===== config.mk =====
export PLATFORM = sky130hd
export DESIGN_NAME = ccrc_top
export DESIGN_NICKNAME = d
export VERILOG_FILES = /design/src/inc/ccrc_pkg.sv /design/src/core/ccrc_cache_div.sv /design/src/core/ccrc_top.sv
export SDC_FILE = /design/constraint.sdc
export NUM_CORES = 1
export LEC_CHECK = 0
export BUFFER_PORTS_ARGS = -buffer_cell sky130_fd_sc_hd__buf_2
export CAP_MARGIN = 20
export CORE_MARGIN = 8
export CORE_UTILIZATION = 25
export DETAILED_ROUTE_END_ITERATION = 10
export SLEW_MARGIN = 20
export SYNTH_ARGS = -nofsm -noshare
export SYNTH_HDL_FRONTEND = slang
export SYNTH_SLANG_ARGS = --single-unit

===== constraint.sdc =====
create_clock -name clock -period 4.1 [get_ports clock]
set_clock_uncertainty 0.05 [all_clocks]
set_input_delay 0.615 -clock clock [delete_from_list [all_inputs] [get_ports clock]]
set_output_delay 0.615 -clock clock [all_outputs]
set_load 0.03 [all_outputs]

===== src/inc/ccrc_pkg.sv =====
// Package for the core clock ratio control block: codes, encodings, widths
package ccrc_pkg;

  // Ratio select strap width and codes
  localparam int unsigned RSEL_W = 4;
  localparam logic [3:0] RSEL_2X0  = 4'h4;
  localparam logic [3:0] RSEL_3X0  = 4'h8;
  localparam logic [3:0] RSEL_3X5  = 4'he;
  localparam logic [3:0] RSEL_4X0  = 4'ha;
  localparam logic [3:0] RSEL_4X5  = 4'h7;
  localparam logic [3:0] RSEL_5X0  = 4'hb;
  localparam logic [3:0] RSEL_5X5  = 4'h9;
  localparam logic [3:0] RSEL_6X0  = 4'hd;
  localparam logic [3:0] RSEL_6X5  = 4'h5;
  localparam logic [3:0] RSEL_7X0  = 4'h2;
  localparam logic [3:0] RSEL_7X5  = 4'h1;
  localparam logic [3:0] RSEL_8X0  = 4'hc;
  localparam logic [3:0] RSEL_10X0 = 4'h6;
  localparam logic [3:0] RSEL_BYP  = 4'h3;
  localparam logic [3:0] RSEL_OFF  = 4'hf;

  // Multipliers are held in half units (2x is 4, 3.5x is 7)
  localparam int unsigned HALF_W = 5;
  localparam logic [4:0] HALF_NONE = 5'h00;
  localparam logic [4:0] HALF_1X0  = 5'h02;
  localparam logic [4:0] HALF_2X0  = 5'h04;
  localparam logic [4:0] HALF_3X0  = 5'h06;
  localparam logic [4:0] HALF_3X5  = 5'h07;
  localparam logic [4:0] HALF_4X0  = 5'h08;
  localparam logic [4:0] HALF_4X5  = 5'h09;
  localparam logic [4:0] HALF_5X0  = 5'h0a;
  localparam logic [4:0] HALF_5X5  = 5'h0b;
  localparam logic [4:0] HALF_6X0  = 5'h0c;
  localparam logic [4:0] HALF_6X5  = 5'h0d;
  localparam logic [4:0] HALF_7X0  = 5'h0e;
  localparam logic [4:0] HALF_7X5  = 5'h0f;
  localparam logic [4:0] HALF_8X0  = 5'h10;
  localparam logic [4:0] HALF_10X0 = 5'h14;

  // VCO runs at twice core: VCO multiplier in half units is core half value shifted left by this
  localparam int unsigned VCO_W = 6;
  localparam int unsigned VCO_SHIFT = 1;

  // Cache clock divisor field encoding (divisor in half units 2,3,4,5,6)
  localparam int unsigned CDIV_W = 3;
  localparam logic [2:0] CDIV_1X0 = 3'h1;
  localparam logic [2:0] CDIV_1X5 = 3'h2;
  localparam logic [2:0] CDIV_2X0 = 3'h3;
  localparam logic [2:0] CDIV_2X5 = 3'h4;
  localparam logic [2:0] CDIV_3X0 = 3'h5;
  localparam logic [2:0] CDIV_OFF = 3'h0;

  // Divider half-period counts in core clock edges (both edges, so half units)
  localparam int unsigned HCNT_W = 3;
  localparam logic [2:0] HCNT_ZERO = 3'h0;
  localparam logic [2:0] HCNT_ONE  = 3'h1;

  // Feedback alignment: phase error counter width
  localparam int unsigned PERR_W = 4;

  // Clock mode of the core
  typedef enum logic [1:0] {
    CCRC_MODE_PLL,
    CCRC_MODE_BYPASS,
    CCRC_MODE_OFF,
    CCRC_MODE_RSVD
  } ccrc_mode_t;

endpackage


===== src/core/ccrc_cache_div.sv =====
// Cache SRAM clock divider: core clock divided by 1, 1.5, 2, 2.5 or 3
`timescale 1ns/10ps
module ccrc_cache_div
  import ccrc_pkg::*;
(
  input  wire logic              clock,
  input  wire logic              rst,
  input  wire logic [CDIV_W-1:0] div_sel,
  output logic                   cache_clk_en
);

  // Divisor in half core cycles; core period counted as two half steps
  function automatic logic [HCNT_W-1:0] half_steps(input logic [CDIV_W-1:0] sel);
    case (sel)
      CDIV_1X0: half_steps = 3'h2;
      CDIV_1X5: half_steps = 3'h3;
      CDIV_2X0: half_steps = 3'h4;
      CDIV_2X5: half_steps = 3'h5;
      CDIV_3X0: half_steps = 3'h6;
      default:  half_steps = HCNT_ZERO;
    endcase
  endfunction

  logic [HCNT_W:0]   acc_r;
  logic [HCNT_W:0]   acc_nxt;
  logic              tick_r;
  logic              tick_nxt;
  logic [HCNT_W-1:0] step;

  // Fractional accumulator: two half units per core cycle, tick on each wrap.
  // Non-integer ratios give an uneven pulse spacing; the average rate is exact.
  always_comb begin
    step     = half_steps(div_sel);
    acc_nxt  = acc_r + {{HCNT_W{1'b0}}, 1'b1} + {{HCNT_W{1'b0}}, 1'b1};
    tick_nxt = 1'b0;
    if (step == HCNT_ZERO) begin
      acc_nxt = '0;
    end else if (acc_nxt >= {1'b0, step}) begin
      acc_nxt  = acc_nxt - {1'b0, step};
      tick_nxt = 1'b1;
    end
  end

  always_ff @(posedge clock) begin
    if (rst) begin
      acc_r  <= '0;
      tick_r <= 1'b0;
    end else begin
      acc_r  <= acc_nxt;
      tick_r <= tick_nxt;
    end
  end

  assign cache_clk_en = tick_r;

endmodule


===== src/core/ccrc_top.sv =====
// Core clock ratio control: strap decode, mode, cache clock divide, feedback align
`timescale 1ns/10ps
module ccrc_top
  import ccrc_pkg::*;
(
  input  wire logic              clock,
  input  wire logic              rst,
  input  wire logic [RSEL_W-1:0] ratio_sel,
  input  wire logic [CDIV_W-1:0] cache_clock_divisor,
  input  wire logic              slow_cache_clock_flag,
  input  wire logic              cache_clock_feedback_in,
  output logic [HALF_W-1:0]      core_mult_half,
  output logic [VCO_W-1:0]       vco_mult_half,
  output logic                   pll_enable,
  output logic                   pll_bypass,
  output logic                   core_clock_run,
  output logic                   ratio_reserved,
  output logic                   cache_clock_out,
  output logic                   cache_clock_feedback_out,
  output logic                   cache_slow_mode,
  output logic                   feedback_locked,
  output logic                   feedback_lead
);

  // Strap decode to bus-to-core multiplier in half units
  function automatic logic [HALF_W-1:0] decode_mult(input logic [RSEL_W-1:0] code);
    case (code)
      RSEL_2X0:  decode_mult = HALF_2X0;
      RSEL_3X0:  decode_mult = HALF_3X0;
      RSEL_3X5:  decode_mult = HALF_3X5;
      RSEL_4X0:  decode_mult = HALF_4X0;
      RSEL_4X5:  decode_mult = HALF_4X5;
      RSEL_5X0:  decode_mult = HALF_5X0;
      RSEL_5X5:  decode_mult = HALF_5X5;
      RSEL_6X0:  decode_mult = HALF_6X0;
      RSEL_6X5:  decode_mult = HALF_6X5;
      RSEL_7X0:  decode_mult = HALF_7X0;
      RSEL_7X5:  decode_mult = HALF_7X5;
      RSEL_8X0:  decode_mult = HALF_8X0;
      RSEL_10X0: decode_mult = HALF_10X0;
      RSEL_BYP:  decode_mult = HALF_1X0;
      default:   decode_mult = HALF_NONE;
    endcase
  endfunction

  // Mode from strap; reserved codes stop the core just like off
  function automatic ccrc_mode_t decode_mode(input logic [RSEL_W-1:0] code);
    if (code == RSEL_BYP) begin
      decode_mode = CCRC_MODE_BYPASS;
    end else if (code == RSEL_OFF) begin
      decode_mode = CCRC_MODE_OFF;
    end else if (decode_mult(code) == HALF_NONE) begin
      decode_mode = CCRC_MODE_RSVD;
    end else begin
      decode_mode = CCRC_MODE_PLL;
    end
  endfunction

  ccrc_mode_t        mode_r;
  ccrc_mode_t        mode_nxt;
  logic [RSEL_W-1:0] strap_r;
  logic [RSEL_W-1:0] strap_nxt;
  logic [HALF_W-1:0] mult_r;
  logic [HALF_W-1:0] mult_nxt;
  logic [VCO_W-1:0]  vco_r;
  logic [VCO_W-1:0]  vco_nxt;
  logic              pll_en_r;
  logic              pll_en_nxt;
  logic              byp_r;
  logic              byp_nxt;
  logic              run_r;
  logic              run_nxt;
  logic              rsvd_r;
  logic              rsvd_nxt;
  logic              strap_taken_r;
  logic              strap_taken_nxt;

  // Strap caught once on the first edge after reset release. Holding it
  // avoids a ratio change mid-run if the board strap glitches.
  always_comb begin
    strap_taken_nxt = 1'b1;
    strap_nxt       = strap_taken_r ? strap_r : ratio_sel;
    mode_nxt        = decode_mode(strap_nxt);
    mult_nxt        = decode_mult(strap_nxt);
    vco_nxt         = '0;
    pll_en_nxt      = 1'b0;
    byp_nxt         = 1'b0;
    run_nxt         = 1'b0;
    rsvd_nxt        = 1'b0;
    case (mode_nxt)
      CCRC_MODE_PLL: begin
        pll_en_nxt = 1'b1;
        run_nxt    = 1'b1;
        vco_nxt    = {1'b0, mult_nxt} << VCO_SHIFT;
      end
      CCRC_MODE_BYPASS: begin
        byp_nxt = 1'b1;
        run_nxt = 1'b1;
      end
      CCRC_MODE_OFF: begin
        run_nxt = 1'b0;
      end
      CCRC_MODE_RSVD: begin
        rsvd_nxt = 1'b1;
      end
      default: begin
        rsvd_nxt = 1'b1;
      end
    endcase
  end

  always_ff @(posedge clock) begin
    if (rst) begin
      strap_taken_r <= 1'b0;
      strap_r       <= '0;
      mode_r        <= CCRC_MODE_OFF;
      mult_r        <= '0;
      vco_r         <= '0;
      pll_en_r      <= 1'b0;
      byp_r         <= 1'b0;
      run_r         <= 1'b0;
      rsvd_r        <= 1'b0;
    end else begin
      strap_taken_r <= strap_taken_nxt;
      strap_r       <= strap_nxt;
      mode_r        <= mode_nxt;
      mult_r        <= mult_nxt;
      vco_r         <= vco_nxt;
      pll_en_r      <= pll_en_nxt;
      byp_r         <= byp_nxt;
      run_r         <= run_nxt;
      rsvd_r        <= rsvd_nxt;
    end
  end

  // Cache clock divider; held idle while the core is not clocked
  logic [CDIV_W-1:0] div_sel;
  logic              div_tick;

  assign div_sel = run_r ? cache_clock_divisor : CDIV_OFF;

  ccrc_cache_div u_div (
    .clock        (clock),
    .rst          (rst),
    .div_sel      (div_sel),
    .cache_clk_en (div_tick)
  );

  logic cclk_r;
  logic cclk_nxt;
  logic fbo_r;
  logic fbo_nxt;
  logic slow_r;
  logic slow_nxt;

  // Cache clock and its feedback copy toggle together on each divider tick
  always_comb begin
    cclk_nxt = div_tick ? ~cclk_r : cclk_r;
    fbo_nxt  = div_tick ? ~fbo_r : fbo_r;
    slow_nxt = slow_cache_clock_flag;
    if (!run_r) begin
      cclk_nxt = 1'b0;
      fbo_nxt  = 1'b0;
    end
  end

  always_ff @(posedge clock) begin
    if (rst) begin
      cclk_r <= 1'b0;
      fbo_r  <= 1'b0;
      slow_r <= 1'b0;
    end else begin
      cclk_r <= cclk_nxt;
      fbo_r  <= fbo_nxt;
      slow_r <= slow_nxt;
    end
  end

  // Feedback return compare: digital stand-in for the delay loop. Counts
  // mismatches between returned and sent edges; lock when error settles.
  logic              fbi_r;
  logic              fbi_nxt;
  logic [PERR_W-1:0] perr_r;
  logic [PERR_W-1:0] perr_nxt;
  logic              lock_r;
  logic              lock_nxt;
  logic              lead_r;
  logic              lead_nxt;

  always_comb begin
    fbi_nxt  = cache_clock_feedback_in;
    perr_nxt = perr_r;
    lead_nxt = lead_r;
    if (fbi_r != fbo_r) begin
      lead_nxt = fbo_r;
      if (perr_r != '1) begin
        perr_nxt = perr_r + {{(PERR_W-1){1'b0}}, 1'b1};
      end
    end else if (perr_r != '0) begin
      perr_nxt = perr_r - {{(PERR_W-1){1'b0}}, 1'b1};
    end
    lock_nxt = run_r && (perr_nxt == '0);
  end

  always_ff @(posedge clock) begin
    if (rst) begin
      fbi_r  <= 1'b0;
      perr_r <= '0;
      lock_r <= 1'b0;
      lead_r <= 1'b0;
    end else begin
      fbi_r  <= fbi_nxt;
      perr_r <= perr_nxt;
      lock_r <= lock_nxt;
      lead_r <= lead_nxt;
    end
  end

  // All outputs straight from flip-flops
  assign core_mult_half           = mult_r;
  assign vco_mult_half            = vco_r;
  assign pll_enable               = pll_en_r;
  assign pll_bypass               = byp_r;
  assign core_clock_run           = run_r;
  assign ratio_reserved           = rsvd_r;
  assign cache_clock_out          = cclk_r;
  assign cache_clock_feedback_out = fbo_r;
  assign cache_slow_mode          = slow_r;
  assign feedback_locked          = lock_r;
  assign feedback_lead            = lead_r;

endmodule


==> results of run 1 <==
[state kept, by name, summed over array words and instances (netlist names), 4 cells and up]
signal,cells
perr_r,4
vco_mult_half,5
u_div.acc_r,4
strap_r,4
core_mult_half,5
[layer usage]
metal	vias up	track usage, %	part of all wire (%)
met1	598	9.79	49
li1	708	-	-
met2	30	11.1	41
met5	-	0	0
met4	0	2.44	1.2
met3	4	4.51	8.9
[kinds of logic after synthesis]
| kind of cell | count (synthesis) |
|---|---|
| and+or+nand+nor | 66 |
| DFF | 34 |
| AOI/OAI and AO/OA | 35 |
| buffers and inverters | 19 |
| muxes | 12 |
| adders and majority gates | 13 |
| other | 1 |
| xor gates and xnor gates | 9 |
[per-stage QoR]
| stage | power (mW) | worst slack, ns | cell area [sq um] | hold WS [ns] | util (%) |
|---|---|---|---|---|---|
| finish | 0.983 | 1.50 | 2030 | 0.418 | 30.2 |
| global placement | 0.730 | 1.31 | 1940 | 0.400 | 28.8 |
| floorplan | 0.663 | 1.62 | 1730 | 0.404 | - |
| global route | 1.06 | 1.22 | 2030 | 0.454 | 30.2 |
| CTS | 0.996 | 1.48 | 2030 | 0.420 | 30.2 |
| detailed placement | 0.735 | 1.26 | 1940 | 0.410 | 28.8 |
[worst register-to-register path, delay by kind of cell, from the launching register on]
kind,cells,cell delay (ns)
multiplexers,3,0.91
flip-flops,1,0.67
adder cells (fa/ha/maj),1,0.37
AO/OA/AOI/OAI,2,0.31
AND/OR/NAND/NOR,1,0.21
[cell usage after synthesis (2+ instances only)]
cell      number
a211oi_1       4
a21oi_1       11
a221o_1        2
and3b_1        2
buf_4          2
dfxtp_1       34
ha_1          12
inv_1         14
mux2i_1       10
mux2i_4        2
nand2_1        7
nand2b_1       4
nand3_1        3
nand3b_1       2
nor2_1        30
nor2b_1        4
nor3_1         5
nor3b_1        2
o21ai_0        7
xnor2_1        5
xor2_1         4
[area by class of cell]
type,count,area share [%]
timing repair buffer,29,7.16
clock buffer,7,4.26
tap,80,4.94
inverter,14,2.59
sequential,34,33.6
multi-input combinational,136,47.3
clock inverter,1,0.247
[cell usage in the layout, fill, tap and decap left out, types with 5 or more instances in the layout]
cell,count
a21oi_1,11
buf_2,29
clkbuf_8,6
dfxtp_1,34
ha_1,12
inv_1,14
mux2i_1,10
nand2_1,7
nor2_1,30
nor3_1,5
o21ai_0,7
xnor2_1,5
[power groups by stage]
| stage | sequential (mW) | combinational, mW | clock (mW) |
|---|---|---|---|
| after floorplan | 0.439 | 0.225 | 0 |
| after global placement | 0.416 | 0.314 | 0 |
| after detailed placement | 0.417 | 0.318 | 0 |
| after CTS | 0.410 | 0.321 | 0.265 |
| after global routing | 0.416 | 0.367 | 0.278 |
| final | 0.409 | 0.319 | 0.255 |
[worst max-delay path by stage]
stage	slack, ns	to
2_1_floorplan	1.62	u_div.acc_r[2]$_SDFF_PP0_
3_3_place_gp	1.31	u_div.acc_r[2]$_SDFF_PP0_
3_5_place_dp	1.26	u_div.acc_r[2]$_SDFF_PP0_
4_1_cts	1.48	core_clock_run$_SDFF_PP0_
5_1_grt	1.22	u_div.acc_r[1]$_SDFF_PP0_
6_report	1.50	core_clock_run$_SDFF_PP0_
==> results.ini, run 1 <==
[power]
vdd_drop_max_mv=0.142
switchingPower_mw=0.346
powerDensity_nw_per_um2=485
power_frac_comb_pct=32.5
p_leak_nw=0.927
switching_share_pct=35.2
p_clk_share_pct=25.9
seqPwrFrac_pct=41.6
intPower_mw=0.638

[synthesis]
syn_avg_cell_area_sq_um=9.13
ys.warnings.count=0
synth-simple-area-share_pct=19.1
yosysTopAreaCell=dfxtp_1
yosys-top-cells-area=dfxtp_1, ha_1, nor2_1, mux2i_1, a21oi_1
synth_area_sq_um=1730
synth_top_family_by_area=simple AND/OR/NAND/NOR gates
synth_seq_cells=34
ys_seq_area_share_pct=39.4
synthMuxAreaShare_pct=8.41
synthFlopType=dfxtp_1
synth_edf_count=0
synth_compound_area_share_pct=13.4
yosys.area_share.xor_xnor_pct=4.57
syn-num-nets=213
synth_adder_area_share_pct=9.86
synth.distinct_cells=44
post-synth-top-area-fraction_pct=39.4
synthCells=189
ys_async_sr_fraction_pct=0

[cts]
htree_num_levels=2
cts_resized=0
clockBufferDepth=2
numCtsBuffers=5
clk_latency_ns=0.28
post_cts_buffers=0
cts_tree=built
ctsHoldBuffers=0
cts.sinks=34
cts_root_buffer=clkbuf_8
clk_pin_slew_ns=0.07

[floorplanning]
die_w_microns=99.1
core_sq_um=6720
ios=31
dieHeight_microns=99.1
die-area_sq_um=9820
initial_core_util_pct=25.7
rows=30

[worst_setup_path]
end_kind=register
reg2reg_depth=7
critPathTopFamily=multiplexers
crit_path_max_fanout=10
r2r_end=core_clock_run$_SDFF_PP0_
crit_chain=mux2i_1 -> ha_1 -> mux2i_1 -> mux2i_1 -> o32ai_1 -> and3_4 -> a221oi_2
cp.depth=7
cp.required_ns=4.25
crit_arrival_ns=2.74
cp_slowest_cell=dfxtp_1
cpMostUsedCell=mux2i_1
rrSetupSlack_ns=1.50
r2r_start=strap_taken_r$_DFF_P_
path_class=reg2reg
critPathBufInv=0
worstSetupStartpointType=register
startpoint=strap_taken_r$_DFF_P_
slowest_delay_ns=0.67

[run_status]
status=completed

[global_route]
antenna_found_initial=0
grt.total_usage_pct=7.86
first_global_vias=1290
grt_pass1_wl_mm=6.16
grt-ovfl-total=0
grt_max_degree=19

[drt]
final_antenna_net_count=0
vias=1340
finalWirelength_mm=3.68
wl_per_cell_microns=12.2
via_per_inst=4.45
dr.pass1.iters=4
drt_iter0_markers=23
drcViolationCount=0

[min_path]
whs_path_depth=2
hp-start=feedback_lead$_SDFFE_PP0N_
hp-class=reg2reg
hold_end=feedback_lead$_SDFFE_PP0N_

[sta]
grt_setup_unrepaired=false
hold_viol_final=0
fin_setup_tns_ns=0
drv_slew=0
maxSlewHeadroom_pct=53.8
fmax_mhz=385
finalSetupViolCount=0
worst_pin_slew_ns=0.688
min_period_over_period_pct=63.3
layout_min_cycle_time_ns=2.60

[finish]
finalNetCount=244
stdcell_count=301
multi_input_area_sq_um=958
fillers=718
antenna_cells=0
layout.area.seq_sq_um=681
drive_above_1_share_pct=19.9
syn_to_final_growth_pct=17.5

[run]
cap_violations=0

[placement]
portBuffers=29
dp_hpwl_mm=2.74
dpl.cell_count=293
gp_congestion=0.806

Note: power is estimated with default switching activity, not from simulation.
==> run 2: changes to the inputs <==
--- a/config.mk
+++ b/config.mk
@@ -5,6 +5,7 @@
 export SDC_FILE = /design/constraint.sdc
 export NUM_CORES = 1
 export LEC_CHECK = 0
+export ABC_AREA = 1
 export BUFFER_PORTS_ARGS = -buffer_cell sky130_fd_sc_hd__buf_2
 export CAP_MARGIN = 20
 export CORE_MARGIN = 8
==> constraint.sdc (replaced) <==
create_clock -name clock -period 2.1 [get_ports clock]
set_clock_uncertainty 0.05 [all_clocks]
set_input_delay 0.315 -clock clock [delete_from_list [all_inputs] [get_ports clock]]
set_output_delay 0.315 -clock clock [all_outputs]
set_load 0.03 [all_outputs]
==> run 2 against run 1 <==
  * First-iteration DRC count rose by 65%
  * Routed wire length grew 1.0%
  * Largest cell class unchanged
  * Cell count grew 11%
  * Global-route usage about the same
  * Maximum frequency increased by 34%
==> results.ini, run 2 <==
[floorplanning]
initial_core_util_pct=25.6
dieHeight_microns=99.2
die_w_microns=99.2
core_sq_um=6760
die-area_sq_um=9840
ios=31
rows=30

[sta]
worst_pin_slew_ns=0.547
layout_min_cycle_time_ns=1.94
hold_viol_final=0
fmax_mhz=516
fin_setup_tns_ns=0
drv_slew=0
min_period_over_period_pct=92.4
grt_setup_unrepaired=false
finalSetupViolCount=0
maxSlewHeadroom_pct=63.2

[drt]
via_per_inst=4.28
finalWirelength_mm=3.72
dr.pass1.iters=4
drcViolationCount=0
wl_per_cell_microns=11.2
vias=1425
drt_iter0_markers=38
final_antenna_net_count=0

[synthesis]
post-synth-top-area-fraction_pct=39.3
synth.distinct_cells=33
synth_area_sq_um=1730
synthFlopType=dfxtp_1
yosysTopAreaCell=dfxtp_1
ys.warnings.count=0
synthTopCellsByCount=dfxtp_1, nand2_1, nor2_1
ys_seq_area_share_pct=39.3
synth_seq_cells=34
ys_async_sr_fraction_pct=0
syn-num-nets=239
syn_avg_cell_area_sq_um=8.05
synth_most_common_cell=dfxtp_1
yosys-top-cells-area=dfxtp_1, ha_1, nand2_1, nor2_1, inv_1
synth_edf_count=0
synthCells=215

[cts]
post_cts_buffers=0
htree_num_levels=2
clk_pin_slew_ns=0.08
ctsHoldBuffers=0
numCtsBuffers=5
cts_tree=built
clk_latency_ns=0.28
cts_root_buffer=clkbuf_8
cts_resized=0
cts.sinks=34
clockBufferDepth=2

[placement]
dp_hpwl_mm=3.00
dpl.cell_count=325
portBuffers=29
gp_congestion=0.811

[worst_setup_path]
worstSetupStartpointType=register
crit_path_max_fanout=8
crit_arrival_ns=2.08
path_class=reg2reg
cp.required_ns=2.24
end_kind=register

[global_route]
grt.total_usage_pct=7.90
grt-ovfl-total=0
grt_max_degree=19
grt_pass1_wl_mm=6.38
busiest_layer=met2
met1_usage_pct=8.46
grt_util_met3_pct=2.44
first_global_vias=1455
grt_use_met2_pct=14.1
antenna_found_initial=0

[power]
vdd_drop_max_mv=0.268
switchingPower_mw=0.722
p_leak_nw=1.05
powerDensity_nw_per_um2=933
switching_share_pct=36.7
p_clk_share_pct=25.6
intPower_mw=1.25
seqPwrFrac_pct=39.6
power_frac_comb_pct=34.8

[finish]
finalNetCount=276
stdcell_count=333
drive_above_1_share_pct=26.1
final_cell_mix=nand2_1, dfxtp_1, nor2_1
syn_to_final_growth_pct=21.9
antenna_cells=0
fillers=770

[run_status]
status=completed

[min_path]
hp-class=in2reg

[run]
cap_violations=0

[run 2: cell count changes after synthesis, moves of 4 or more]
cell	previous run	this run
mux2i_1	10	0
inv_1	14	29
nand2_1	7	33
a21oi_1	11	5
nor2b_1	4	0
nand3_1	3	19
nor3_1	5	0
nand2_4	0	4
nand2b_1	4	0
[run 2: area by class of cell]
class,instances,area (sq um),share of cell area [%]
multi-input combinational,144,923,43.8
clock inverter,2,12.5,0.593
inverter,33,126,5.99
tap,80,100,4.74
sequential,34,682,32.3
clock buffer,6,82.6,3.91
timing repair buffer,34,183,8.66
[run 2: final timing paths]
check                                startpoint                                     to  slack (ns)  cells after the start
setup / recovery      core_clock_run$_SDFF_PP0_            u_div.acc_r[0]$_SDFFE_PP0P_        0.16                      9
hold / removal          cache_clock_feedback_in                       fbi_r$_SDFF_PP0_        0.18                      3
setup reg to reg      core_clock_run$_SDFF_PP0_            u_div.acc_r[0]$_SDFFE_PP0P_        0.16                      9
hold reg to reg   u_div.cache_clk_en$_SDFF_PP0_  cache_clock_feedback_out$_SDFFE_PP0P_        0.47                      2
[run 2: per-stage QoR]
step                      utilization, %  hold WS (ns)  instance area, sq um  worst slack, ns  power [mW]
after CTS                           30.9         0.179                  2090          0.00836        1.97
after floorplan                        -         0.372                  1740           0.0697        1.31
after global placement              29.5         0.434                  1990           0.0742        1.45
after global routing                31.2         0.182                  2110          0.00548        2.12
final                               31.2         0.178                  2110            0.161        1.97
after detailed placement            29.5         0.452                  1990          -0.0857        1.46
[run 2: critical path: stages, from the launching register on]
cell       delay [ns]
dfxtp_2          0.34
nand2_1          0.11
o22ai_2          0.09
nand2_1          0.08
inv_1            0.04
ha_1             0.20
fa_2             0.39
o2111ai_4        0.29
nor2_1           0.07
a211oi_1         0.18
[run 2: power by group through the flow]
stage	sequential [mW]	clock (mW)	combinational, mW
floorplan	0.856	0	0.454
global placement	0.794	0	0.655
detailed placement	0.795	0	0.667
CTS	0.780	0.517	0.670
global route	0.789	0.553	0.778
finish	0.779	0.504	0.686
[run 2: cells by family (layout without fill, tap and decap cells)]
family	count (synthesis)	count (layout)	share of synthesized area (%)
adders and majority gates	13	13	9.83
AOI/OAI and AO/OA	21	21	8.24
buffers and inverters	37	75	8.82
other	1	1	0.217
and+or+nand+nor	98	98	27.5
DFF	34	34	39.3
xor gates and xnor gates	11	11	6.00
[run 2: metal layers]
layer,up-vias,share of wire [%],routed length [microns]
met1,647,43,1610
met4,0,1.6,59
met5,-,0,0
met2,23,51,1880
met3,7,4.4,164
li1,748,-,-
